<file path="src/hw/rtc_regs.svh">
// register map, field positions, reset values and timing counts of the alarm unit
// assumes the includer compiles it once per file; definitions only
`ifndef RTC_REGS_SVH
`define RTC_REGS_SVH

`define RTC_OFS_ALARM_CTL  8'h00
`define RTC_OFS_TIME       8'h04
`define RTC_OFS_DATE       8'h08
`define RTC_OFS_ALARM_TIME 8'h0C
`define RTC_OFS_ALARM_DATE 8'h10
`define RTC_OFS_CLK_CTL    8'h14

`define RTC_AC_EN          15
`define RTC_AC_CHIME       14
`define RTC_AC_PIV         13
`define RTC_CC_ON          15
`define RTC_CC_UNLOCK      3

`define RTC_TIME_MASK      32'hFFFF_FF00
`define RTC_DATE_MASK      32'hFFFF_FF0F
`define RTC_ADATE_MASK     32'h00FF_FF0F
`define RTC_TIME_RST       32'h0000_0000
`define RTC_DATE_RST       32'h0001_0100
`define RTC_WORD_RST       32'h0000_0000
`define RTC_RPT_WRAP       8'hFF

`define RTC_CLK_HZ         32768
`define RTC_HALF_SEC_MS    500
`define RTC_SYNC_WINDOW    32

`endif

</file>
<file path="src/hw/rtc_pkg.sv">
// types shared by the alarm unit and its calendar
// assumes nothing beyond a SystemVerilog compiler
`default_nettype none
package rtc_pkg;
   typedef logic [31:0] word_t;
   typedef enum logic [1:0] {BUS_IDLE = 2'b00, BUS_RWAIT = 2'b01, BUS_RDATA = 2'b11} bus_state_t;
   typedef enum logic [3:0] {
      IV_HALF_SEC = 4'h0, IV_SEC = 4'h1, IV_10SEC = 4'h2, IV_MIN = 4'h3, IV_10MIN = 4'h4,
      IV_HOUR = 4'h5, IV_DAY = 4'h6, IV_WEEK = 4'h7, IV_MONTH = 4'h8, IV_YEAR = 4'h9
   } alarm_interval_t;
endpackage
`default_nettype wire

</file>
<file path="src/hw/rtc_cal_if.sv">
// link between the alarm unit and the calendar counters
// assumes both ends run on hclk
`default_nettype none
interface rtc_cal_if;
   import rtc_pkg::*;
   logic  sec_tick;
   logic  wr_time;
   logic  wr_date;
   word_t wdata;
   word_t time_value;
   word_t date_value;
   modport ctl (output sec_tick, wr_time, wr_date, wdata, input time_value, date_value);
   modport cal (input sec_tick, wr_time, wr_date, wdata, output time_value, date_value);
endinterface
`default_nettype wire

</file>
<file path="src/hw/rtc_alarm_unit.sv">
// real-time clock alarm unit with time and date value registers on AHB-Lite
// assumes hresetn is the power-on reset and rtc_tick is one hclk pulse per RTC clock
//
// Functional notes
// - alarm events only while alarm enabled
// - chime wraps counter 00 to FF, else stops
// - pulse initial value writable while alarm disabled
// - enabled: writes ignored, reads show pulse level
// - read-unsafe flag within 32 RTC clocks
// - interval codes half-second through year
// - yearly February 29 fires every four years
// - last event without chime clears enable
// - counter value plus one alarm events
// - counter decrements on every alarm event while above 00
// - alarm control cleared by power-on only
// - hours BCD in bits 31-24
// - minutes BCD in bits 23-16
// - seconds BCD in bits 15-8
// - time bits 7-0 read zero
// - value writes need write unlock bit
// - date year, month, day BCD fields
// - weekday bits 3-0, bits 7-4 zero
// - seconds write clears half-second phase
//
// Local design decisions: the register addresses and the AHB-Lite slave port.
`include "rtc_regs.svh"
`default_nettype none
module rtc_alarm_unit #(
   parameter int unsigned HALF_TICKS = `RTC_CLK_HZ * `RTC_HALF_SEC_MS / 1000
) (
   input  wire logic           hclk,
   input  wire logic           hresetn,
   input  wire logic           hsel,
   input  wire logic [7:0]     haddr,
   input  wire logic [1:0]     htrans,
   input  wire logic           hwrite,
   input  wire logic [2:0]     hsize,
   input  wire rtc_pkg::word_t hwdata,
   input  wire logic           hready,
   output logic                hreadyout,
   output logic                hresp,
   output rtc_pkg::word_t      hrdata,
   input  wire logic           rtc_tick,
   output logic                alarm_pulse,
   output logic                alarm_event
);
   import rtc_pkg::*;

   localparam int unsigned   PW         = $clog2(HALF_TICKS);
   localparam logic [PW-1:0] PRESC_LAST = PW'(HALF_TICKS - 1);
   localparam logic [PW-1:0] PRESC_NEAR = PW'(HALF_TICKS - `RTC_SYNC_WINDOW);

   rtc_cal_if cal_bus ();

   rtc_calendar u_cal (
      .hclk    (hclk),
      .hresetn (hresetn),
      .cal     (cal_bus)
   );

   // bus slave: writes take no wait state, reads take one
   bus_state_t      st_r;
   bus_state_t      st_nxt;
   logic [7:0]      addr_r;
   logic [7:0]      addr_nxt;
   logic            wr_r;
   logic            wr_nxt;
   word_t           rdata_r;
   word_t           rdata_nxt;
   word_t           rd_mux;
   logic            take;
   logic            wr_ac;
   logic            wr_cc;
   logic            wr_at;
   logic            wr_ad;
   logic            wr_tm;
   logic            wr_dt;

   // clock control, prescaler and alarm state
   logic            on_r;
   logic            on_nxt;
   logic            unlock_r;
   logic            unlock_nxt;
   logic [PW-1:0]   presc_r;
   logic [PW-1:0]   presc_nxt;
   logic            half_r;
   logic            half_nxt;
   logic            unsafe_r;
   logic            unsafe_nxt;
   logic            check_r;
   logic            check_nxt;
   logic            half_roll;
   logic            en_r;
   logic            en_nxt;
   logic            chime_r;
   logic            chime_nxt;
   logic            pulse_r;
   logic            pulse_nxt;
   alarm_interval_t mask_r;
   alarm_interval_t mask_nxt;
   logic [7:0]      rpt_r;
   logic [7:0]      rpt_nxt;
   word_t           atime_r;
   word_t           atime_nxt;
   word_t           adate_r;
   word_t           adate_nxt;
   logic            evt;
   logic            evt_r;
   logic            match;

   assign take  = hsel & hready & htrans[1];
   assign wr_ac = wr_r & (addr_r == `RTC_OFS_ALARM_CTL);
   assign wr_cc = wr_r & (addr_r == `RTC_OFS_CLK_CTL);
   assign wr_at = wr_r & (addr_r == `RTC_OFS_ALARM_TIME);
   assign wr_ad = wr_r & (addr_r == `RTC_OFS_ALARM_DATE);
   assign wr_tm = wr_r & (addr_r == `RTC_OFS_TIME) & unlock_r;
   assign wr_dt = wr_r & (addr_r == `RTC_OFS_DATE) & unlock_r;

   always_comb begin
      st_nxt    = st_r;
      addr_nxt  = addr_r;
      wr_nxt    = 1'b0;
      rdata_nxt = rdata_r;
      case (st_r)
         BUS_IDLE:  st_nxt = BUS_IDLE;
         BUS_RWAIT: begin
            rdata_nxt = rd_mux;
            st_nxt    = BUS_RDATA;
         end
         BUS_RDATA: st_nxt = BUS_IDLE;
         default:   st_nxt = BUS_IDLE;
      endcase
      if (take) begin
         addr_nxt = haddr;
         wr_nxt   = hwrite & (hsize == 3'b010);
         if (!hwrite)
            st_nxt = BUS_RWAIT;
      end
   end

   always_ff @(posedge hclk or negedge hresetn) begin
      if (!hresetn) begin
         st_r    <= BUS_IDLE;
         addr_r  <= 8'h00;
         wr_r    <= 1'b0;
         rdata_r <= `RTC_WORD_RST;
      end else begin
         st_r    <= st_nxt;
         addr_r  <= addr_nxt;
         wr_r    <= wr_nxt;
         rdata_r <= rdata_nxt;
      end
   end

   always_comb begin
      case (addr_r)
         `RTC_OFS_ALARM_CTL:  rd_mux = {16'h0000, en_r, chime_r, pulse_r, unsafe_r, mask_r, rpt_r};
         `RTC_OFS_TIME:       rd_mux = cal_bus.time_value;
         `RTC_OFS_DATE:       rd_mux = cal_bus.date_value;
         `RTC_OFS_ALARM_TIME: rd_mux = atime_r;
         `RTC_OFS_ALARM_DATE: rd_mux = adate_r;
         `RTC_OFS_CLK_CTL:    rd_mux = {16'h0000, on_r, 11'h000, unlock_r, unsafe_r, half_r, 1'b0};
         default:             rd_mux = 32'h0000_0000;
      endcase
   end

   assign hreadyout = (st_r != BUS_RWAIT);
   assign hresp     = 1'b0;
   assign hrdata    = rdata_r;

   assign cal_bus.wr_time  = wr_tm;
   assign cal_bus.wr_date  = wr_dt;
   assign cal_bus.wdata    = hwdata;
   assign half_roll        = on_r & rtc_tick & (presc_r == PRESC_LAST);
   assign cal_bus.sec_tick = half_roll & half_r;

   // half-second prescaler; a time write restarts the second at its first half
   always_comb begin
      on_nxt     = on_r;
      unlock_nxt = unlock_r;
      presc_nxt  = presc_r;
      half_nxt   = half_r;
      if (half_roll) begin
         presc_nxt = '0;
         half_nxt  = ~half_r;
      end else if (on_r & rtc_tick) begin
         presc_nxt = presc_r + 1'b1;
      end
      if (wr_tm) begin
         presc_nxt = '0;
         half_nxt  = 1'b0;
      end
      if (wr_cc) begin
         on_nxt     = hwdata[`RTC_CC_ON];
         unlock_nxt = hwdata[`RTC_CC_UNLOCK];
      end
      unsafe_nxt = on_r & (presc_r >= PRESC_NEAR);
      check_nxt  = half_roll & ((mask_r == IV_HALF_SEC) | half_r);
   end

   always_ff @(posedge hclk or negedge hresetn) begin
      if (!hresetn) begin
         on_r     <= 1'b0;
         unlock_r <= 1'b0;
         presc_r  <= '0;
         half_r   <= 1'b0;
         unsafe_r <= 1'b0;
         check_r  <= 1'b0;
      end else begin
         on_r     <= on_nxt;
         unlock_r <= unlock_nxt;
         presc_r  <= presc_nxt;
         half_r   <= half_nxt;
         unsafe_r <= unsafe_nxt;
         check_r  <= check_nxt;
      end
   end

   // compare runs one cycle after the tick, against the already advanced time
   always_comb begin
      case (mask_r)
         IV_HALF_SEC, IV_SEC: match = 1'b1;
         IV_10SEC: match = cal_bus.time_value[11:8] == atime_r[11:8];
         IV_MIN:   match = cal_bus.time_value[15:8] == atime_r[15:8];
         IV_10MIN: match = cal_bus.time_value[19:8] == atime_r[19:8];
         IV_HOUR:  match = cal_bus.time_value[23:8] == atime_r[23:8];
         IV_DAY:   match = cal_bus.time_value[31:8] == atime_r[31:8];
         IV_WEEK:  match = cal_bus.time_value[31:8] == atime_r[31:8] && cal_bus.date_value[3:0] == adate_r[3:0];
         IV_MONTH: match = cal_bus.time_value[31:8] == atime_r[31:8] && cal_bus.date_value[15:8] == adate_r[15:8];
         // a 29 February match can only occur in leap years
         IV_YEAR:  match = cal_bus.time_value[31:8] == atime_r[31:8] && cal_bus.date_value[23:8] == adate_r[23:8];
         default:  match = 1'b0;
      endcase
   end

   assign evt = en_r & check_r & match;

   always_comb begin
      en_nxt    = en_r;
      chime_nxt = chime_r;
      pulse_nxt = pulse_r;
      mask_nxt  = mask_r;
      rpt_nxt   = rpt_r;
      atime_nxt = atime_r;
      adate_nxt = adate_r;
      if (evt) begin
         pulse_nxt = ~pulse_r;
         if (rpt_r != 8'h00)
            rpt_nxt = rpt_r - 8'h01;
         else if (chime_r)
            rpt_nxt = `RTC_RPT_WRAP;
         else
            en_nxt = 1'b0;
      end
      if (wr_ac) begin
         en_nxt    = hwdata[`RTC_AC_EN];
         chime_nxt = hwdata[`RTC_AC_CHIME];
         mask_nxt  = alarm_interval_t'(hwdata[11:8]);
         rpt_nxt   = hwdata[7:0];
         if (!en_r)
            pulse_nxt = hwdata[`RTC_AC_PIV];
      end
      if (wr_at)
         atime_nxt = hwdata & `RTC_TIME_MASK;
      if (wr_ad)
         adate_nxt = hwdata & `RTC_ADATE_MASK;
   end

   // only the power-on reset clears the alarm state
   always_ff @(posedge hclk or negedge hresetn) begin
      if (!hresetn) begin
         en_r    <= 1'b0;
         chime_r <= 1'b0;
         pulse_r <= 1'b0;
         mask_r  <= IV_HALF_SEC;
         rpt_r   <= 8'h00;
         atime_r <= `RTC_WORD_RST;
         adate_r <= `RTC_WORD_RST;
         evt_r   <= 1'b0;
      end else begin
         en_r    <= en_nxt;
         chime_r <= chime_nxt;
         pulse_r <= pulse_nxt;
         mask_r  <= mask_nxt;
         rpt_r   <= rpt_nxt;
         atime_r <= atime_nxt;
         adate_r <= adate_nxt;
         evt_r   <= evt;
      end
   end

   assign alarm_pulse = pulse_r;
   assign alarm_event = evt_r;
endmodule
`default_nettype wire

</file>
<file path="src/hw/rtc_calendar.sv">
// BCD time of day and date counters with month lengths and leap years
// assumes sec_tick is a one-cycle pulse once per second and writes are already unlocked
`include "rtc_regs.svh"
`default_nettype none
module rtc_calendar (
   input wire logic hclk,
   input wire logic hresetn,
   rtc_cal_if.cal   cal
);
   import rtc_pkg::*;

   word_t      time_r;
   word_t      time_nxt;
   word_t      date_r;
   word_t      date_nxt;
   logic [8:0] s_b;
   logic [8:0] m_b;
   logic [8:0] h_b;
   logic [8:0] d_b;
   logic [8:0] mo_b;
   logic [8:0] y_b;

   // carry in bit 8, next BCD pair below; out-of-range values also wrap
   function automatic logic [8:0] bump(input logic [7:0] v, input logic [7:0] last, input logic [7:0] first);
      if (v >= last)
         bump = {1'b1, first};
      else if (v[3:0] >= 4'h9)
         bump = {1'b0, v[7:4] + 4'h1, 4'h0};
      else
         bump = {1'b0, v[7:4], v[3:0] + 4'h1};
   endfunction

   // years 00..99 map to 2000..2099, so every year divisible by four is leap
   function automatic logic [7:0] month_last(input logic [7:0] mon, input logic [7:0] yr);
      logic leap;
      leap = yr[4] ? (yr[3:0] == 4'h2 || yr[3:0] == 4'h6) : (yr[3:0] == 4'h0 || yr[3:0] == 4'h4 || yr[3:0] == 4'h8);
      case (mon)
         8'h02:                      month_last = leap ? 8'h29 : 8'h28;
         8'h04, 8'h06, 8'h09, 8'h11: month_last = 8'h30;
         default:                    month_last = 8'h31;
      endcase
   endfunction

   always_comb begin
      time_nxt = time_r;
      date_nxt = date_r;
      s_b      = bump(time_r[15:8], 8'h59, 8'h00);
      m_b      = bump(time_r[23:16], 8'h59, 8'h00);
      h_b      = bump(time_r[31:24], 8'h23, 8'h00);
      d_b      = bump(date_r[15:8], month_last(date_r[23:16], date_r[31:24]), 8'h01);
      mo_b     = bump(date_r[23:16], 8'h12, 8'h01);
      y_b      = bump(date_r[31:24], 8'h99, 8'h00);
      if (cal.sec_tick) begin
         time_nxt[15:8] = s_b[7:0];
         if (s_b[8]) begin
            time_nxt[23:16] = m_b[7:0];
            if (m_b[8]) begin
               time_nxt[31:24] = h_b[7:0];
               if (h_b[8]) begin
                  date_nxt[3:0]  = (date_r[3:0] >= 4'h6) ? 4'h0 : date_r[3:0] + 4'h1;
                  date_nxt[15:8] = d_b[7:0];
                  if (d_b[8]) begin
                     date_nxt[23:16] = mo_b[7:0];
                     if (mo_b[8])
                        date_nxt[31:24] = y_b[7:0];
                  end
               end
            end
         end
      end
      // a software write wins over a tick in the same cycle
      if (cal.wr_time)
         time_nxt = cal.wdata & `RTC_TIME_MASK;
      if (cal.wr_date)
         date_nxt = cal.wdata & `RTC_DATE_MASK;
   end

   always_ff @(posedge hclk or negedge hresetn) begin
      if (!hresetn) begin
         time_r <= `RTC_TIME_RST;
         date_r <= `RTC_DATE_RST;
      end else begin
         time_r <= time_nxt;
         date_r <= date_nxt;
      end
   end

   assign cal.time_value = time_r;
   assign cal.date_value = date_r;
endmodule
`default_nettype wire

</file>
<file path="config.mk">
export PLATFORM = sky130hd
export DESIGN_NAME = rtc_alarm_unit
export DESIGN_NICKNAME = d
export VERILOG_FILES = /design/src/hw/rtc_pkg.sv /design/src/hw/rtc_cal_if.sv /design/src/hw/rtc_alarm_unit.sv /design/src/hw/rtc_calendar.sv
export VERILOG_INCLUDE_DIRS = /design/src /design/src/hw
export SDC_FILE = /design/constraint.sdc
export NUM_CORES = 1
export LEC_CHECK = 0
export BUFFER_PORTS_ARGS = -buffer_cell sky130_fd_sc_hd__buf_2
export CORE_MARGIN = 2
export CORE_UTILIZATION = 50
export DETAILED_ROUTE_END_ITERATION = 10
export PLACE_DENSITY = 0.69
export SLEW_MARGIN = 30
export SYNTH_ARGS = -nofsm -noshare
export SYNTH_HDL_FRONTEND = slang
export SYNTH_HIERARCHICAL = 1
export SYNTH_SLANG_ARGS = --single-unit
</file>
<file path="constraint.sdc">
create_clock -name hclk -period 6.1 [get_ports hclk]
set_clock_uncertainty 0.05 [all_clocks]
set_input_delay 1.83 -clock hclk [delete_from_list [all_inputs] [get_ports hclk]]
set_output_delay 1.83 -clock hclk [all_outputs]
set_load 0.005 [all_outputs]
</file>
==> results_tabular.tex, run 1 <==
\begin{tabular}{lr}
\hline
Metric & Value \\
\hline
\multicolumn{2}{l}{\textbf{Status}} \\
\quad Result of the run & completed \\
\multicolumn{2}{l}{\textbf{Power}} \\
\quad Proportion of power drawn by flip-flops and latches & 0.497 \\
\quad Total design power & approximately 2600 uW \\
\quad Internal Pwr Total & 1870 uW \\
\quad P\_leak & 0.00502 uW \\
\quad Power Density & roughly 230 nW/um2 \\
\quad Part of the total power dissipated in combinational logic & 0.103 \\
\quad Worst-case vdd ir drop & slightly below 200 uV \\
\quad Switching power & 680 uW \\
\quad Switching share of power & 0.267 \\
\quad Clock share of power & 0.400 \\
\multicolumn{2}{l}{\textbf{Die}} \\
\quad Number of placed I/O pins & 87 \\
\quad Number of cell rows & 51 \\
\quad Die outline width & 145 um \\
\quad Core Region & 19400 um2 \\
\quad Starting Density & 0.509 \\
\quad Die outline area & 20900 um2 \\
\quad Die Height & 145 um \\
\multicolumn{2}{l}{\textbf{Timing}} \\
\quad Setup repair after global routing missed its margin & no \\
\quad Slew HR & 0.446 \\
\quad Number of endpoints with negative hold slack in the final report & 0 \\
\quad Total setup violations reported at the end of the flow & 0 \\
\quad Post-route setup TNS & 0 ns \\
\quad Maximum clock frequency & 223 MHz \\
\quad Final worst path period need & 4.49 ns \\
\quad Actual transition at the worst max-transition pin & $\sim$0.82 ns \\
\quad Setup slack after layout & about 1.6 ns \\
\quad Max Transition Viols Final & 0 \\
\quad Final critical-path share of the clock period & 0.736 \\
\multicolumn{2}{l}{\textbf{CTS}} \\
\quad Clock latency on the worst-skew pair & between 0.4 and 0.5 ns \\
\quad Total setup buffers inserted after CTS & 0 \\
\quad CTS Root Buffer Type & sky130\_fd\_sc\_hd\_\_clkbuf\_16 \\
\quad Hold buffer count at CTS & 0 \\
\quad TritonCTS clock tree & yes \\
\quad \# resized after CTS & 0 \\
\quad Worst-path clk slew & about 0.070 ns \\
\quad TritonCTS sink count & roughly 170 \\
\quad Number of H-tree branching levels & 4 \\
\quad Maximum clock path buffer count & 2 \\
\quad Number of CTS-inserted buffers & 17 \\
\multicolumn{2}{l}{\textbf{Detailed routing}} \\
\quad DRC violation total after the first TritonRoute iteration & 893 \\
\quad Final WL & 25.6 mm \\
\quad Vias per std cell & around 6 \\
\quad Total via count after detailed routing & 7944 \\
\quad Number of nets with antenna violations after detailed routing & 0 \\
\quad Count of unresolved DRC violations after routing & 0 \\
\quad Routed length per placed instance & 19.3 um \\
\quad Count of TritonRoute iterations in the first routing pass & 8 \\
\multicolumn{2}{l}{\textbf{Synth}} \\
\quad Main area contributors after synthesis & sky130\_fd\_sc\_hd\_\_dfrtp\_1 44\%, sky130\_fd\_sc\_hd\_\_mux2\_2 7.2\%, sky130\_fd\_sc\_hd\_\_ha\_1 5.4\%, sky130\_fd\_sc\_hd\_\_xnor2\_1 3.0\%, sky130\_fd\_sc\_hd\_\_nand2\_1 3.0\% \\
\quad Top flip-flop cell by instance count after synthesis & sky130\_fd\_sc\_hd\_\_dfrtp\_1 \\
\quad Area share of the leading cell type in the synthesized netlist & 0.436 \\
\quad Cell type with the highest aggregate area in the netlist & sky130\_fd\_sc\_hd\_\_dfrtp\_1 \\
\quad Yosys warning total & 6 \\
\quad Mean cell area of the mapped netlist & 10.1 um2 \\
\quad Proportion of register bits with asynchronous set or reset after synthesis & 1.00 \\
\quad Post-synthesis sequential element count & between 150 and 200 \\
\quad Register area share after synthesis & 0.441 \\
\quad Area of the mapped netlist & between 9000 and 10000 um2 \\
\quad Gate count of the mapped netlist & between 900 and 1000 \\
\quad Post-synth EDFFs & 0 \\
\quad Post-synth cell types & just under 80 \\
\multicolumn{2}{l}{\textbf{Place}} \\
\quad Routability congestion estimate & 0.839 \\
\quad Dpl hpwl & 17.9 mm \\
\quad Instance count after placement with tap cells included & between 1000 and 1500 \\
\quad PortBufs & 84 \\
\quad Worst slack at placement & roughly 1.2 ns \\
\multicolumn{2}{l}{\textbf{Worst setup path}} \\
\quad Kind of critical path & input port to register \\
\quad Largest delay contributor family on the critical path & simple AND/OR/NAND/NOR gates \\
\quad Ordered list of cells on the worst path & buf\_2 > and2\_1 > and3\_1 > nand3\_1 > nor2\_1 > and3\_1 > a32o\_1 > buf\_4 > a31oi\_4 > buf\_4 > nor3\_1 > mux2i\_1 \\
\quad Required @ worst endpoint & between 6 and 7 ns \\
\quad Critical Path Max Stage Delay & roughly 0.47 ns \\
\quad Highest net fanout along the worst path & 22 \\
\quad Highest-delay cell along the critical path & sky130\_fd\_sc\_hd\_\_nor2\_1 \\
\quad Setup crit start kind & input port \\
\quad Combined buffer and inverter count along the critical path & 3 \\
\quad Data arrival time of the worst path & 4.80 ns \\
\quad Type of destination of the critical path & register \\
\multicolumn{2}{l}{\textbf{Cells and area}} \\
\quad Final nets & 1144 \\
\quad Final Non-Filler Cells & around 1300 \\
\quad Number of filler cells placed in the layout & 1743 \\
\quad Post-route core utilization & 0.569 \\
\quad Fraction of final layout cells with drive strength greater than 1 & 0.199 \\
\quad Number of antenna repair diodes & 0 \\
\quad Area overhead of the layout relative to synthesis & 11.8\% \\
\multicolumn{2}{l}{\textbf{GRT}} \\
\quad Number of antenna violations at the first check in global routing & 0 \\
\quad Global-route congestion overflow total & 0 \\
\quad First-pass GRT wire length & slightly above 40 mm \\
\quad Maximum number of pins on one net before global-route repair & 97 \\
\quad GRT Resource Usage Total & 0.253 \\
\quad Number of global-route vias before repair & around 7500 \\
\multicolumn{2}{l}{\textbf{Hold path}} \\
\quad Hold crit path type & register to register \\
\multicolumn{2}{l}{\textbf{Job}} \\
\quad Max-capacitance violation count & 0 \\
\hline
\end{tabular}
metrics by stage:
step	area [um2]	hold slack, ns
floorplan	9920	0.423
global placement	10500	0.406
detailed placement	10500	0.410
CTS	11000	0.425
global route	11000	0.441
finish	11000	0.419
power groups by stage:
stage          sequential (uW)  combinational (uW)  clock (uW)
2_1_floorplan             1270                 171           0
3_3_place_gp              1290                 260           0
3_5_place_dp              1290                 265           0
4_1_cts                   1270                 265        1040
5_1_grt                   1280                 295        1090
6_report                  1270                 263        1020
state kept, by name (all words and copies together), names as in the netlist, 2 cells and up:
signal                cells
rpt_r                     8
u_cal/cal.time_value     24
st_r                      2
adate_r                  20
hrdata                   32
atime_r                  24
addr_r                    8
presc_r                  14
mask_r                    4
u_cal/cal.date_value     28
Yosys cell counts, types with 3 or more instances:
master                      count
sky130_fd_sc_hd__dfrtp_1      172
sky130_fd_sc_hd__nand2_1       78
sky130_fd_sc_hd__nor2_1        67
sky130_fd_sc_hd__mux2_2        63
sky130_fd_sc_hd__o21ai_0       55
sky130_fd_sc_hd__a21oi_1       54
sky130_fd_sc_hd__ha_1          43
sky130_fd_sc_hd__inv_1         40
sky130_fd_sc_hd__clkbuf_1      36
sky130_fd_sc_hd__xnor2_1       34
sky130_fd_sc_hd__nand3_1       27
sky130_fd_sc_hd__a222oi_1      26
sky130_fd_sc_hd__xor2_1        26
sky130_fd_sc_hd__a21o_1        21
sky130_fd_sc_hd__a22oi_1       21
sky130_fd_sc_hd__nor3_1        21
sky130_fd_sc_hd__buf_4         15
sky130_fd_sc_hd__and3_1        11
sky130_fd_sc_hd__nand2b_1      11
sky130_fd_sc_hd__nand4_1       11
sky130_fd_sc_hd__a22o_1        10
sky130_fd_sc_hd__a2bb2oi_1      7
sky130_fd_sc_hd__o22ai_1        7
sky130_fd_sc_hd__a211oi_1       6
sky130_fd_sc_hd__and2_1         6
sky130_fd_sc_hd__mux2i_1        6
sky130_fd_sc_hd__o31ai_1        6
sky130_fd_sc_hd__a221o_1        5
sky130_fd_sc_hd__a311oi_1       5
sky130_fd_sc_hd__o41ai_1        5
sky130_fd_sc_hd__a211o_1        4
sky130_fd_sc_hd__a221oi_1       4
sky130_fd_sc_hd__a31oi_1        4
sky130_fd_sc_hd__nor3b_1        4
sky130_fd_sc_hd__or3_1          4
sky130_fd_sc_hd__a32oi_1        3
sky130_fd_sc_hd__buf_6          3
sky130_fd_sc_hd__nor4_1         3
sky130_fd_sc_hd__nor4b_1        3
sky130_fd_sc_hd__o32ai_1        3
sky130_fd_sc_hd__or4_1          3
layout by cell type (no fill, tap or decap), types with 6 or more instances in the layout:
cell,count
sky130_fd_sc_hd__xor2_1,26
sky130_fd_sc_hd__nand2_1,77
sky130_fd_sc_hd__nand4_1,11
sky130_fd_sc_hd__a22oi_1,21
sky130_fd_sc_hd__a222oi_1,26
sky130_fd_sc_hd__xnor2_1,34
sky130_fd_sc_hd__nand3_1,27
sky130_fd_sc_hd__nor3_1,19
sky130_fd_sc_hd__buf_2,83
sky130_fd_sc_hd__nand2b_1,11
sky130_fd_sc_hd__o21ai_0,55
sky130_fd_sc_hd__a21oi_1,54
sky130_fd_sc_hd__inv_1,40
sky130_fd_sc_hd__clkbuf_16,17
sky130_fd_sc_hd__a2bb2oi_1,7
sky130_fd_sc_hd__and3_1,11
sky130_fd_sc_hd__and2_1,6
sky130_fd_sc_hd__o22ai_1,7
sky130_fd_sc_hd__ha_1,43
sky130_fd_sc_hd__conb_1,13
sky130_fd_sc_hd__o31ai_1,6
sky130_fd_sc_hd__a21o_1,21
sky130_fd_sc_hd__buf_4,13
sky130_fd_sc_hd__a211oi_1,6
sky130_fd_sc_hd__nor2_1,66
sky130_fd_sc_hd__dfrtp_1,172
sky130_fd_sc_hd__mux2_2,63
sky130_fd_sc_hd__a22o_1,10
sky130_fd_sc_hd__mux2i_1,6
path summary, 6_finish.rpt:
path	from	to	slack [ns]	cells after the start
min in group asynchronous	hresetn	st_r[0]	1.39	1
max in group asynchronous	hresetn	u_cal/cal.date_value[16]	3.62	2
worst min register to register	hrdata[27]	hrdata[27]	0.42	2
worst max-delay path	rtc_tick	u_cal/cal.date_value[25]	1.61	12
worst min-delay path	hrdata[27]	hrdata[27]	0.42	2
worst max register to register	presc_r[5]	u_cal/cal.date_value[25]	2.44	12
area by class of cell:
cell class                 instances  area (um2)  area share
timing repair buffer              98         544      0.0493
inverter                          40         150      0.0136
multi-input combinational        719        5110       0.463
clock buffer                      23         488      0.0442
sequential                       174        4360       0.395
tap                              265         332      0.0300
clock inverter                     9        61.3     0.00555
per-layer routing:
layer,vias up,wire [um],global-route usage
met5,-,0,0
met4,0,896,0.107
met3,52,1840,0.0593
met2,288,11800,0.396
met1,3880,11100,0.336
li1,3724,-,-
worst min-delay path, stage by stage, from the launching register on:
cell and delay (ns):
sky130_fd_sc_hd__dfrtp_1 0.33, sky130_fd_sc_hd__nand2_1 0.04, sky130_fd_sc_hd__o21ai_0 0.05
logic make-up (layout without fill, tap and decap cells):
| logic type | Yosys count | in the layout | synth area share |
|---|---|---|---|
| and+or+nand+nor | 268 | 268 | 0.134 |
| AOI/OAI and AO/OA | 265 | 265 | 0.190 |
| DFF | 174 | 174 | 0.441 |
| buffers and inverters | 98 | 170 | 0.0474 |
| muxes | 70 | 70 | 0.0790 |
| xor gates and xnor gates | 60 | 60 | 0.0532 |
| adders and majority gates | 43 | 43 | 0.0545 |
| other | 2 | 13 | 0.000760 |
Note: power is estimated with default switching activity, not from simulation.
==> run 2: changes to the inputs <==
- ABC_AREA: default -> 1
- clock period: 6.1 -> 4.7 ns (I/O delays scaled with it)
==> run 2 against run 1 <==
Against the previous run: clock power is 31% higher; die area is 7.3% higher; combinational power up 120%; design area grew 6.7%; global-route usage is 0.92 points higher; worst setup slack got worse by 0.23 ns; critical path depth grew 4; core utilization shrank 0.70 points; non-clock buffer count fell by 4; via count up 17%; register-to-register slack worse by 0.93 ns; largest cell class unchanged.
==> results_tabular.tex, run 2 <==
\begin{tabular}{lr}
\hline
Metric & Value \\
\hline
\multicolumn{2}{l}{\textbf{Synth}} \\
\quad Cell type with the highest aggregate area in the netlist & sky130\_fd\_sc\_hd\_\_dfrtp\_1 \\
\quad Top flip-flop cell by instance count after synthesis & sky130\_fd\_sc\_hd\_\_dfrtp\_1 \\
\quad Post-synth EDFFs & 0 (unchanged) \\
\quad Area of the mapped netlist & 10600 um2 (+7.5\%) \\
\quad Register area share after synthesis & 0.410 (-0.0309) \\
\quad Proportion of register bits with asynchronous set or reset after synthesis & 1.00 (unchanged) \\
\quad Dominant combinational cell family by area after synthesis & simple AND/OR/NAND/NOR gates \\
\quad Area share of the leading cell type in the synthesized netlist & 0.405 (-0.0305) \\
\quad Synth cell count leaders & 445 x sky130\_fd\_sc\_hd\_\_nand2\_1, 172 x sky130\_fd\_sc\_hd\_\_dfrtp\_1, 149 x sky130\_fd\_sc\_hd\_\_inv\_1 \\
\quad Post-synth cell types & 59 (-25\%) \\
\quad Top-count cell post-synth & sky130\_fd\_sc\_hd\_\_nand2\_1 \\
\quad Mean cell area of the mapped netlist & 7.73 um2 (-23\%) \\
\quad Mux cell area share after synthesis & 0.0117 (-0.0674) \\
\quad Main area contributors after synthesis & sky130\_fd\_sc\_hd\_\_dfrtp\_1 41\%, sky130\_fd\_sc\_hd\_\_nand2\_1 16\%, sky130\_fd\_sc\_hd\_\_inv\_1 5.3\%, sky130\_fd\_sc\_hd\_\_o21ai\_0 5.2\%, sky130\_fd\_sc\_hd\_\_ha\_1 5.1\% \\
\quad Gate count of the mapped netlist & 1375 (+40\%) \\
\quad Post-synthesis sequential element count & 174 (unchanged) \\
\quad Simple-gate share of the synthesized area & 0.275 (+0.141) \\
\quad Post-synthesis share of cell area spent on full adders, half adders and majority gates & 0.0506 (-0.00382) \\
\quad Yosys warning total & 6 (unchanged) \\
\quad Xor/xnor share of the synthesized area & 0.0478 (-0.00538) \\
\quad Synth Area in Compound Gates & 0.122 (-0.0684) \\
\multicolumn{2}{l}{\textbf{Power}} \\
\quad Switching share of power & 0.300 (+0.0333) \\
\quad Proportion of power drawn by flip-flops and latches & 0.475 (-0.022) \\
\quad Worst-case vdd ir drop & 247 uV (+25\%) \\
\quad Clock share of power & 0.366 (-0.034) \\
\quad Switching power & 1090 uW (+61\%) \\
\quad Internal Pwr Total & 2550 uW (+36\%) \\
\quad Power Density & 310 nW/um2 (+34\%) \\
\quad Part of the total power dissipated in combinational logic & 0.158 (+0.055) \\
\quad P\_leak & 0.00614 uW (+22\%) \\
\multicolumn{2}{l}{\textbf{Cells and area}} \\
\quad Most common library cell in the layout ignoring fill and taps & sky130\_fd\_sc\_hd\_\_nand2\_1 \\
\quad Final nets & 1545 (+35\%) \\
\quad Fraction of final layout cells with drive strength greater than 1 & 0.144 (-0.0552) \\
\quad Post-route core utilization & 0.562 (-0.00699) \\
\quad Top library cells by usage in the layout, fill and taps aside & 445 x sky130\_fd\_sc\_hd\_\_nand2\_1, 172 x sky130\_fd\_sc\_hd\_\_dfrtp\_1, 148 x sky130\_fd\_sc\_hd\_\_inv\_1 \\
\quad Area overhead of the layout relative to synthesis & 10.9\% \\
\quad Number of antenna repair diodes & 0 (unchanged) \\
\quad Number of flip-flops under the largest register name & 32 (unchanged) \\
\quad Number of filler cells placed in the layout & 2048 (+17\%) \\
\multicolumn{2}{l}{\textbf{CTS}} \\
\quad CTS Root Buffer Type & sky130\_fd\_sc\_hd\_\_clkbuf\_16 \\
\quad Maximum clock path buffer count & 2 (unchanged) \\
\quad Clock latency on the worst-skew pair & 0.43 ns (about the same) \\
\quad Total setup buffers inserted after CTS & 0 (unchanged) \\
\quad TritonCTS clock tree & yes \\
\quad \# resized after CTS & 0 (unchanged) \\
\quad Hold buffer count at CTS & 0 (unchanged) \\
\quad TritonCTS sink count & 174 (unchanged) \\
\quad Number of H-tree branching levels & 4 (unchanged) \\
\quad Number of CTS-inserted buffers & 17 (unchanged) \\
\quad Worst-path clk slew & 0.07 ns (about the same) \\
\multicolumn{2}{l}{\textbf{Worst setup path}} \\
\quad Data arrival time of the worst path & 3.58 ns (-1.22 ns) \\
\quad Highest net fanout along the worst path & 9 (-59\%) \\
\quad Ordered list of cells on the worst path & buf\_2 > nand2\_2 > inv\_2 > nand3b\_1 > nor2\_2 > nand2\_2 > nor2\_4 > inv\_1 > nor2\_1 > nor2\_1 > inv\_1 > nand2\_2 > nor2\_2 > inv\_1 > nand2\_1 > nand2\_1 \\
\quad Setup crit start kind & input port \\
\quad Launching point of the worst reg2reg path & u\_cal/cal.date\_value[20] \\
\quad Kind of critical path & input port to register \\
\quad Largest delay contributor family on the critical path & simple AND/OR/NAND/NOR gates \\
\quad Launch point of the critical path & rtc\_tick \\
\quad Combined buffer and inverter count along the critical path & 5 (+2) \\
\quad Highest-delay cell along the critical path & sky130\_fd\_sc\_hd\_\_nor2\_1 \\
\quad Critical Path Max Stage Delay & 0.28 ns (-0.19 ns) \\
\quad Type of destination of the critical path & register \\
\quad Required @ worst endpoint & 4.96 ns (-1.45 ns) \\
\multicolumn{2}{l}{\textbf{GRT}} \\
\quad GRT Resource Usage Total & 0.262 (+0.00919) \\
\quad Number of antenna violations at the first check in global routing & 0 (unchanged) \\
\quad First-pass GRT wire length & 45.9 mm (+13\%) \\
\quad Global-route congestion overflow total & 0 (unchanged) \\
\quad Maximum number of pins on one net before global-route repair & 80 (-18\%) \\
\quad Number of global-route vias before repair & 8936 (+18\%) \\
\multicolumn{2}{l}{\textbf{Die}} \\
\quad Die Height & 150 um (+3.6\%) \\
\quad Core Region & 21000 um2 (+8.0\%) \\
\quad Die outline width & 150 um (+3.6\%) \\
\quad Number of cell rows & 53 (+3.9\%) \\
\quad Die outline area & 22400 um2 (+7.3\%) \\
\quad Number of placed I/O pins & 87 (unchanged) \\
\quad Starting Density & 0.507 (-0.00230) \\
\multicolumn{2}{l}{\textbf{Timing}} \\
\quad Number of endpoints with negative hold slack in the final report & 0 (unchanged) \\
\quad Total setup violations reported at the end of the flow & 0 (unchanged) \\
\quad Actual transition at the worst max-transition pin & 0.764 ns (-0.0585 ns) \\
\quad Setup repair after global routing missed its margin & no \\
\quad Final critical-path share of the clock period & 0.706 \\
\quad Slew HR & 0.489 (+0.0424) \\
\quad Maximum clock frequency & around 300 MHz \\
\quad Post-route setup TNS & 0 ns (unchanged) \\
\quad Final worst path period need & 3.32 ns \\
\quad Max Transition Viols Final & 0 (unchanged) \\
\multicolumn{2}{l}{\textbf{Detailed routing}} \\
\quad DRC violation total after the first TritonRoute iteration & 608 (-32\%) \\
\quad Number of nets with antenna violations after detailed routing & 0 (unchanged) \\
\quad Total via count after detailed routing & 9281 (+17\%) \\
\quad Count of unresolved DRC violations after routing & 0 (unchanged) \\
\quad Count of TritonRoute iterations in the first routing pass & 5 (-3) \\
\quad Vias per std cell & 5.34 (-11\%) \\
\quad Routed length per placed instance & 16.2 um (-16\%) \\
\quad Final WL & 28.2 mm (+10\%) \\
\multicolumn{2}{l}{\textbf{Place}} \\
\quad PortBufs & 84 (unchanged) \\
\quad Dpl hpwl & 20.1 mm (+12\%) \\
\quad Routability congestion estimate & 0.910 (+8.4\%) \\
\multicolumn{2}{l}{\textbf{Hold path}} \\
\quad HP Start & hrdata[23] \\
\quad Hold crit path type & register to register \\
\multicolumn{2}{l}{\textbf{Job}} \\
\quad Max-capacitance violation count & 0 (unchanged) \\
\multicolumn{2}{l}{\textbf{Status}} \\
\quad Result of the run & completed \\
\hline
\end{tabular}
==> run 2: power by group through the flow <==
stage / combinational [uW] / clock, uW / sequential [uW]
2_1_floorplan: 329 / 0 / 1750
4_1_cts: 584 / 1350 / 1730
3_5_place_dp: 581 / 0 / 1760
5_1_grt: 660 / 1410 / 1750
3_3_place_gp: 573 / 0 / 1760
6_report: 577 / 1340 / 1730
==> run 2: final timing paths <==
| kind | endpoint | depth (start not counted) | slack (ns) |
|---|---|---|---|
| max | u_cal/cal.time_value[22] | 16 | 1.38 |
| min | hrdata[23] | 2 | 0.43 |
| max reg2reg | u_cal/cal.date_value[31] | 16 | 1.51 |
| min reg2reg | hrdata[23] | 2 | 0.43 |
| max in group asynchronous | atime_r[16] | 2 | 2.63 |
| min in group asynchronous | presc_r[5] | 1 | 0.94 |
==> run 2: cell type report <==
| cell class | count | area (um2) | share of cell area |
|---|---|---|---|
| Clock buffer | 20 | 457 | 0.0388 |
| Clock inverter | 11 | 83.8 | 0.00712 |
| Inverter | 159 | 599 | 0.0509 |
| Multi-Input combinational cell | 1005 | 5440 | 0.462 |
| Sequential cell | 174 | 4360 | 0.370 |
| Tap cell | 275 | 344 | 0.0292 |
| Timing Repair Buffer | 94 | 502 | 0.0426 |
==> run 2: through the flow <==
stage / hold slack [ns] / worst slack [ns] / power [uW] / cell area, um2 / std cells
after floorplan: 0.403 / 1.65 / 2080 / 10700 / 1386
after CTS: 0.430 / 1.39 / 3670 / 11800 / 1738
after global routing: 0.457 / 1.10 / 3820 / 11800 / 1738
final: 0.426 / 1.38 / 3650 / 11800 / 1738
after global placement: 0.407 / 1.01 / 2330 / 11200 / 1707
after detailed placement: 0.412 / 0.960 / 2340 / 11200 / 1707
==> run 2: worst register-to-register path: stages (launching register included) <==
cell and delay, ns:
sky130_fd_sc_hd__dfrtp_1 0.46, sky130_fd_sc_hd__inv_1 0.11, sky130_fd_sc_hd__ha_1 0.14, sky130_fd_sc_hd__nand3_1 0.12, sky130_fd_sc_hd__nor3_1 0.48, sky130_fd_sc_hd__o2111ai_1 0.32, sky130_fd_sc_hd__o21ai_0 0.18, sky130_fd_sc_hd__ha_1 0.15
sky130_fd_sc_hd__inv_1 0.03, sky130_fd_sc_hd__nor2_1 0.08, sky130_fd_sc_hd__nand3_1 0.13, sky130_fd_sc_hd__nand3_4 0.17, sky130_fd_sc_hd__nand2_4 0.08, sky130_fd_sc_hd__nor2_8 0.25, sky130_fd_sc_hd__nand2_1 0.18, sky130_fd_sc_hd__nand2_1 0.10
sky130_fd_sc_hd__nand2_1 0.05
==> run 2: cells by family (layout without fill, tap and decap cells) <==
group                    after synthesis  in the layout
AND/OR/NAND/NOR                      666            666
AO/OA/AOI/OAI                        214            214
buffers and inverters                207            284
flip-flops                           174            174
XOR/XNOR                              58             58
adder cells (fa/ha/maj)               43             43
multiplexers                          11             11
other                                  2             13
==> run 2: per-layer routing <==
layer	up-vias	share of wire	track usage
met1	4414	0.44	0.352
met2	274	0.46	0.425
met3	51	0.065	0.0509
met4	0	0.026	0.0906
li1	4542	-	-
met5	-	0	0
==> run 3: changes to the inputs <==
- ABC_AREA: 1 -> 0
- clock period: 4.7 -> 3.1 ns (I/O delays scaled with it)
==> run 3 against run 2 <==
Against the previous run: clock power is 68% higher; core utilization grew 3.9 points; first-iteration DRC count increased by 23%; power up 45%; final cell count down 20%; design area decreased by 1.0%; worst setup slack lost 1.3 ns; worst hold slack worse by 0.14 ns; combinational power decreased by 5.2%; via count fell by 10%; register-to-register slack got worse by 1.4 ns; critical path type is now register to register; largest cell class unchanged.
==> results_tabular.tex, run 3 (synthesized netlist as in run 1, its figures left out) <==
\begin{tabular}{lr}
\hline
Metric & Value \\
\hline
\multicolumn{2}{l}{\textbf{Detailed routing}} \\
\quad Count of TritonRoute iterations in the first routing pass & 7 (+2) \\
\quad Final WL & 26.7 mm (-5.2\%) \\
\quad Top routing layer in use & met4 \\
\quad DRC violation total after the first TritonRoute iteration & 749 (+23\%) \\
\quad Wire length on met3 & 1.43 mm (-22\%) \\
\quad Count of unresolved DRC violations after routing & 0 (unchanged) \\
\quad Vias per std cell & 5.99 (+12\%) \\
\quad Detailed-routed wire length on met2 & 13.3 mm (+1.4\%) \\
\quad DRT met1 WL & 11.3 mm (-9.6\%) \\
\quad Routed length per placed instance & 19.2 um (+19\%) \\
\quad Number of nets with antenna violations after detailed routing & 0 (unchanged) \\
\quad Total via count after detailed routing & 8328 (-10\%) \\
\multicolumn{2}{l}{\textbf{Worst setup path}} \\
\quad Launching point of the worst reg2reg path & addr\_r[1] \\
\quad Levels on crit path & 8 (-8) \\
\quad Launch point of the critical path & addr\_r[1] \\
\quad Critical Path Max Stage Delay & 0.52 ns (+0.24 ns) \\
\quad Required @ worst endpoint & 3.38 ns (-1.58 ns) \\
\quad Reg-to-reg slack, setup & 0.10 ns (-1.41 ns) \\
\quad Ordered list of cells on the worst path & or3b\_2 > nor3\_2 > nand3\_1 > inv\_1 > buf\_4 > a211oi\_1 > nor2\_1 > mux2\_2 \\
\quad Highest-delay cell along the critical path & sky130\_fd\_sc\_hd\_\_or3b\_2 \\
\quad Reg2reg end & u\_cal/cal.time\_value[29] \\
\quad Logic depth of the worst register-to-register path & 8 (-8) \\
\quad Highest net fanout along the worst path & 12 (+3) \\
\quad Type of destination of the critical path & register \\
\quad Setup crit start kind & register \\
\quad Combined buffer and inverter count along the critical path & 2 (-3) \\
\quad Kind of critical path & register to register \\
\quad Largest delay contributor family on the critical path & simple AND/OR/NAND/NOR gates \\
\quad Data arrival time of the worst path & 3.28 ns (-0.30 ns) \\
\quad Critical Path End & u\_cal/cal.time\_value[29] \\
\multicolumn{2}{l}{\textbf{CTS}} \\
\quad CTS Root Buffer Type & sky130\_fd\_sc\_hd\_\_clkbuf\_16 \\
\quad TritonCTS clock tree & yes \\
\quad Worst-path clk slew & 0.07 ns (about the same) \\
\quad Number of H-tree branching levels & 4 (unchanged) \\
\quad Maximum clock path buffer count & 2 (unchanged) \\
\quad Hold buffer count at CTS & 0 (unchanged) \\
\quad Clock latency on the worst-skew pair & 0.45 ns (+0.02 ns) \\
\quad TritonCTS sink count & 174 (unchanged) \\
\quad Number of CTS-inserted buffers & 17 (unchanged) \\
\multicolumn{2}{l}{\textbf{Cells and area}} \\
\quad Area overhead of the layout relative to synthesis & 18.0\% \\
\quad Most common library cell in the layout ignoring fill and taps & sky130\_fd\_sc\_hd\_\_dfrtp\_1 \\
\quad Fraction of final layout cells with drive strength greater than 1 & 0.257 (+0.113) \\
\quad Number of flip-flops under the largest register name & 32 (unchanged) \\
\quad Final Non-Filler Cells & 1390 (-20\%) \\
\quad Top library cells by usage in the layout, fill and taps aside & 171 x sky130\_fd\_sc\_hd\_\_dfrtp\_1, 84 x sky130\_fd\_sc\_hd\_\_buf\_2, 77 x sky130\_fd\_sc\_hd\_\_nand2\_1 \\
\quad Final nets & 1205 (-22\%) \\
\multicolumn{2}{l}{\textbf{Hold path}} \\
\quad Hold crit path type & input port to asynchronous set/reset pin \\
\multicolumn{2}{l}{\textbf{GRT}} \\
\quad Global-route congestion overflow total & 0 (unchanged) \\
\quad Maximum number of pins on one net before global-route repair & 73 (-8.8\%) \\
\quad First-pass GRT wire length & 43.0 mm (-6.3\%) \\
\quad Number of antenna violations at the first check in global routing & 1 (+1) \\
\quad GRT Resource Usage Total & 0.267 (+0.00528) \\
\quad Number of global-route vias before repair & 8057 (-9.8\%) \\
\multicolumn{2}{l}{\textbf{Power}} \\
\quad Proportion of power drawn by flip-flops and latches & 0.472 (-0.003) \\
\quad Worst-case vdd ir drop & 337 uV (+37\%) \\
\quad Internal Pwr Total & 3880 uW (+52\%) \\
\quad P\_leak & 0.00536 uW (-13\%) \\
\quad Switching share of power & 0.266 (-0.0334) \\
\quad Part of the total power dissipated in combinational logic & 0.103 (-0.055) \\
\quad Power Density & 453 nW/um2 (+46\%) \\
\quad Clock share of power & 0.425 (+0.059) \\
\quad Switching power & 1410 uW (+29\%) \\
\multicolumn{2}{l}{\textbf{Timing}} \\
\quad Setup slack after layout & 0.100 ns (-1.28 ns) \\
\quad Final worst path period need & 3.00 ns \\
\quad Maximum clock frequency & between 300 and 400 MHz \\
\quad Final critical-path share of the clock period & 0.968 \\
\quad Number of endpoints with negative hold slack in the final report & 0 (unchanged) \\
\quad Actual transition at the worst max-transition pin & 0.964 ns (+0.200 ns) \\
\quad Slew HR & 0.356 (-0.133) \\
\quad Max Transition Viols Final & 0 (unchanged) \\
\quad Total setup violations reported at the end of the flow & 0 (unchanged) \\
\multicolumn{2}{l}{\textbf{Die}} \\
\quad Die outline area & 20900 um2 (-6.8\%) \\
\quad Core Region & 19400 um2 (-7.4\%) \\
\quad Number of placed I/O pins & 87 (unchanged) \\
\quad Die outline width & 145 um (-3.5\%) \\
\quad Die Height & 145 um (-3.5\%) \\
\quad Number of cell rows & 51 (-3.8\%) \\
\quad Starting Density & 0.509 (+0.00230) \\
\multicolumn{2}{l}{\textbf{Place}} \\
\quad Dpl hpwl & 19.3 mm (-3.6\%) \\
\quad Routability congestion estimate & 0.870 (-4.3\%) \\
\quad PortBufs & 84 (unchanged) \\
\quad Worst slack at placement & -0.0312 ns (-0.991 ns) \\
\quad Instance count after placement with tap cells included & 1350 (-21\%) \\
\multicolumn{2}{l}{\textbf{Job}} \\
\quad Max-capacitance violation count & 0 (unchanged) \\
\multicolumn{2}{l}{\textbf{Status}} \\
\quad Result of the run & completed \\
\hline
\end{tabular}
[run 3: changes by cell type in the layout (fill, tap and decap cells not counted), sizes merged, moves of 26 or more]
cell,delta
nand3,-50
inv,-116
nand2,-386
a222oi,+26
a21oi,+31
mux2,+53
buf,+65
o21ai,-71
[run 3: metrics by stage]
| step | hold slack [ns] | cell area [um2] | total power (uW) | TNS [ns] | utilization |
|---|---|---|---|---|---|
| detailed placement | 0.412 | 10900 | 3070 | -0.0856 | 0.563 |
| floorplan | 0.423 | 9930 | 2830 | 0 | - |
| global route | 0.298 | 11700 | 5500 | -0.286 | 0.601 |
| finish | 0.282 | 11700 | 5280 | 0 | 0.601 |
| global placement | 0.406 | 10900 | 3060 | -0.0327 | 0.563 |
| CTS | 0.285 | 11500 | 5310 | 0 | 0.595 |
[run 3: area by class of cell]
class | count | area, um2
sequential | 174 | 4360
clock inverter | 14 | 181
inverter | 40 | 150
fill | 1674 | 7740
tap | 265 | 332
timing repair buffer | 159 | 1030
clock buffer | 18 | 429
antenna | 1 | 2.50
multi-input combinational | 719 | 5180
[run 3: worst min-delay path by stage]
stage | endpoint | startpoint
floorplan | hrdata[15] | hrdata[15]
global route | hrdata[30] | hresetn
detailed placement | hrdata[19] | hrdata[19]
CTS | hrdata[30] | hresetn
finish | hrdata[30] | hresetn
global placement | hrdata[1] | hrdata[1]
[run 3: repair_timing]
item | in CTS | in global routing
setup endpoints to repair | 0 | 26
buffers inserted | 0 | 6
endpoints found under the hold margin | 0 | 0
gates resized for setup | 0 | 15
[run 3: power groups by stage]
stage                     logic (uW)  clock network (uW)  registers (uW)
after global routing             614                2370            2510
after detailed placement         545                   0            2530
after CTS                        547                2280            2490
after floorplan                  338                   0            2500
final                            547                2250            2490
after global placement           533                   0            2530
[run 3: per-layer routing]
layer / GRT usage / vias to the layer above
li1: - / 3845
met1: 0.346 / 4185
met2: 0.456 / 252
met3: 0.0440 / 46
met4: 0.0899 / 0
met5: 0 / -
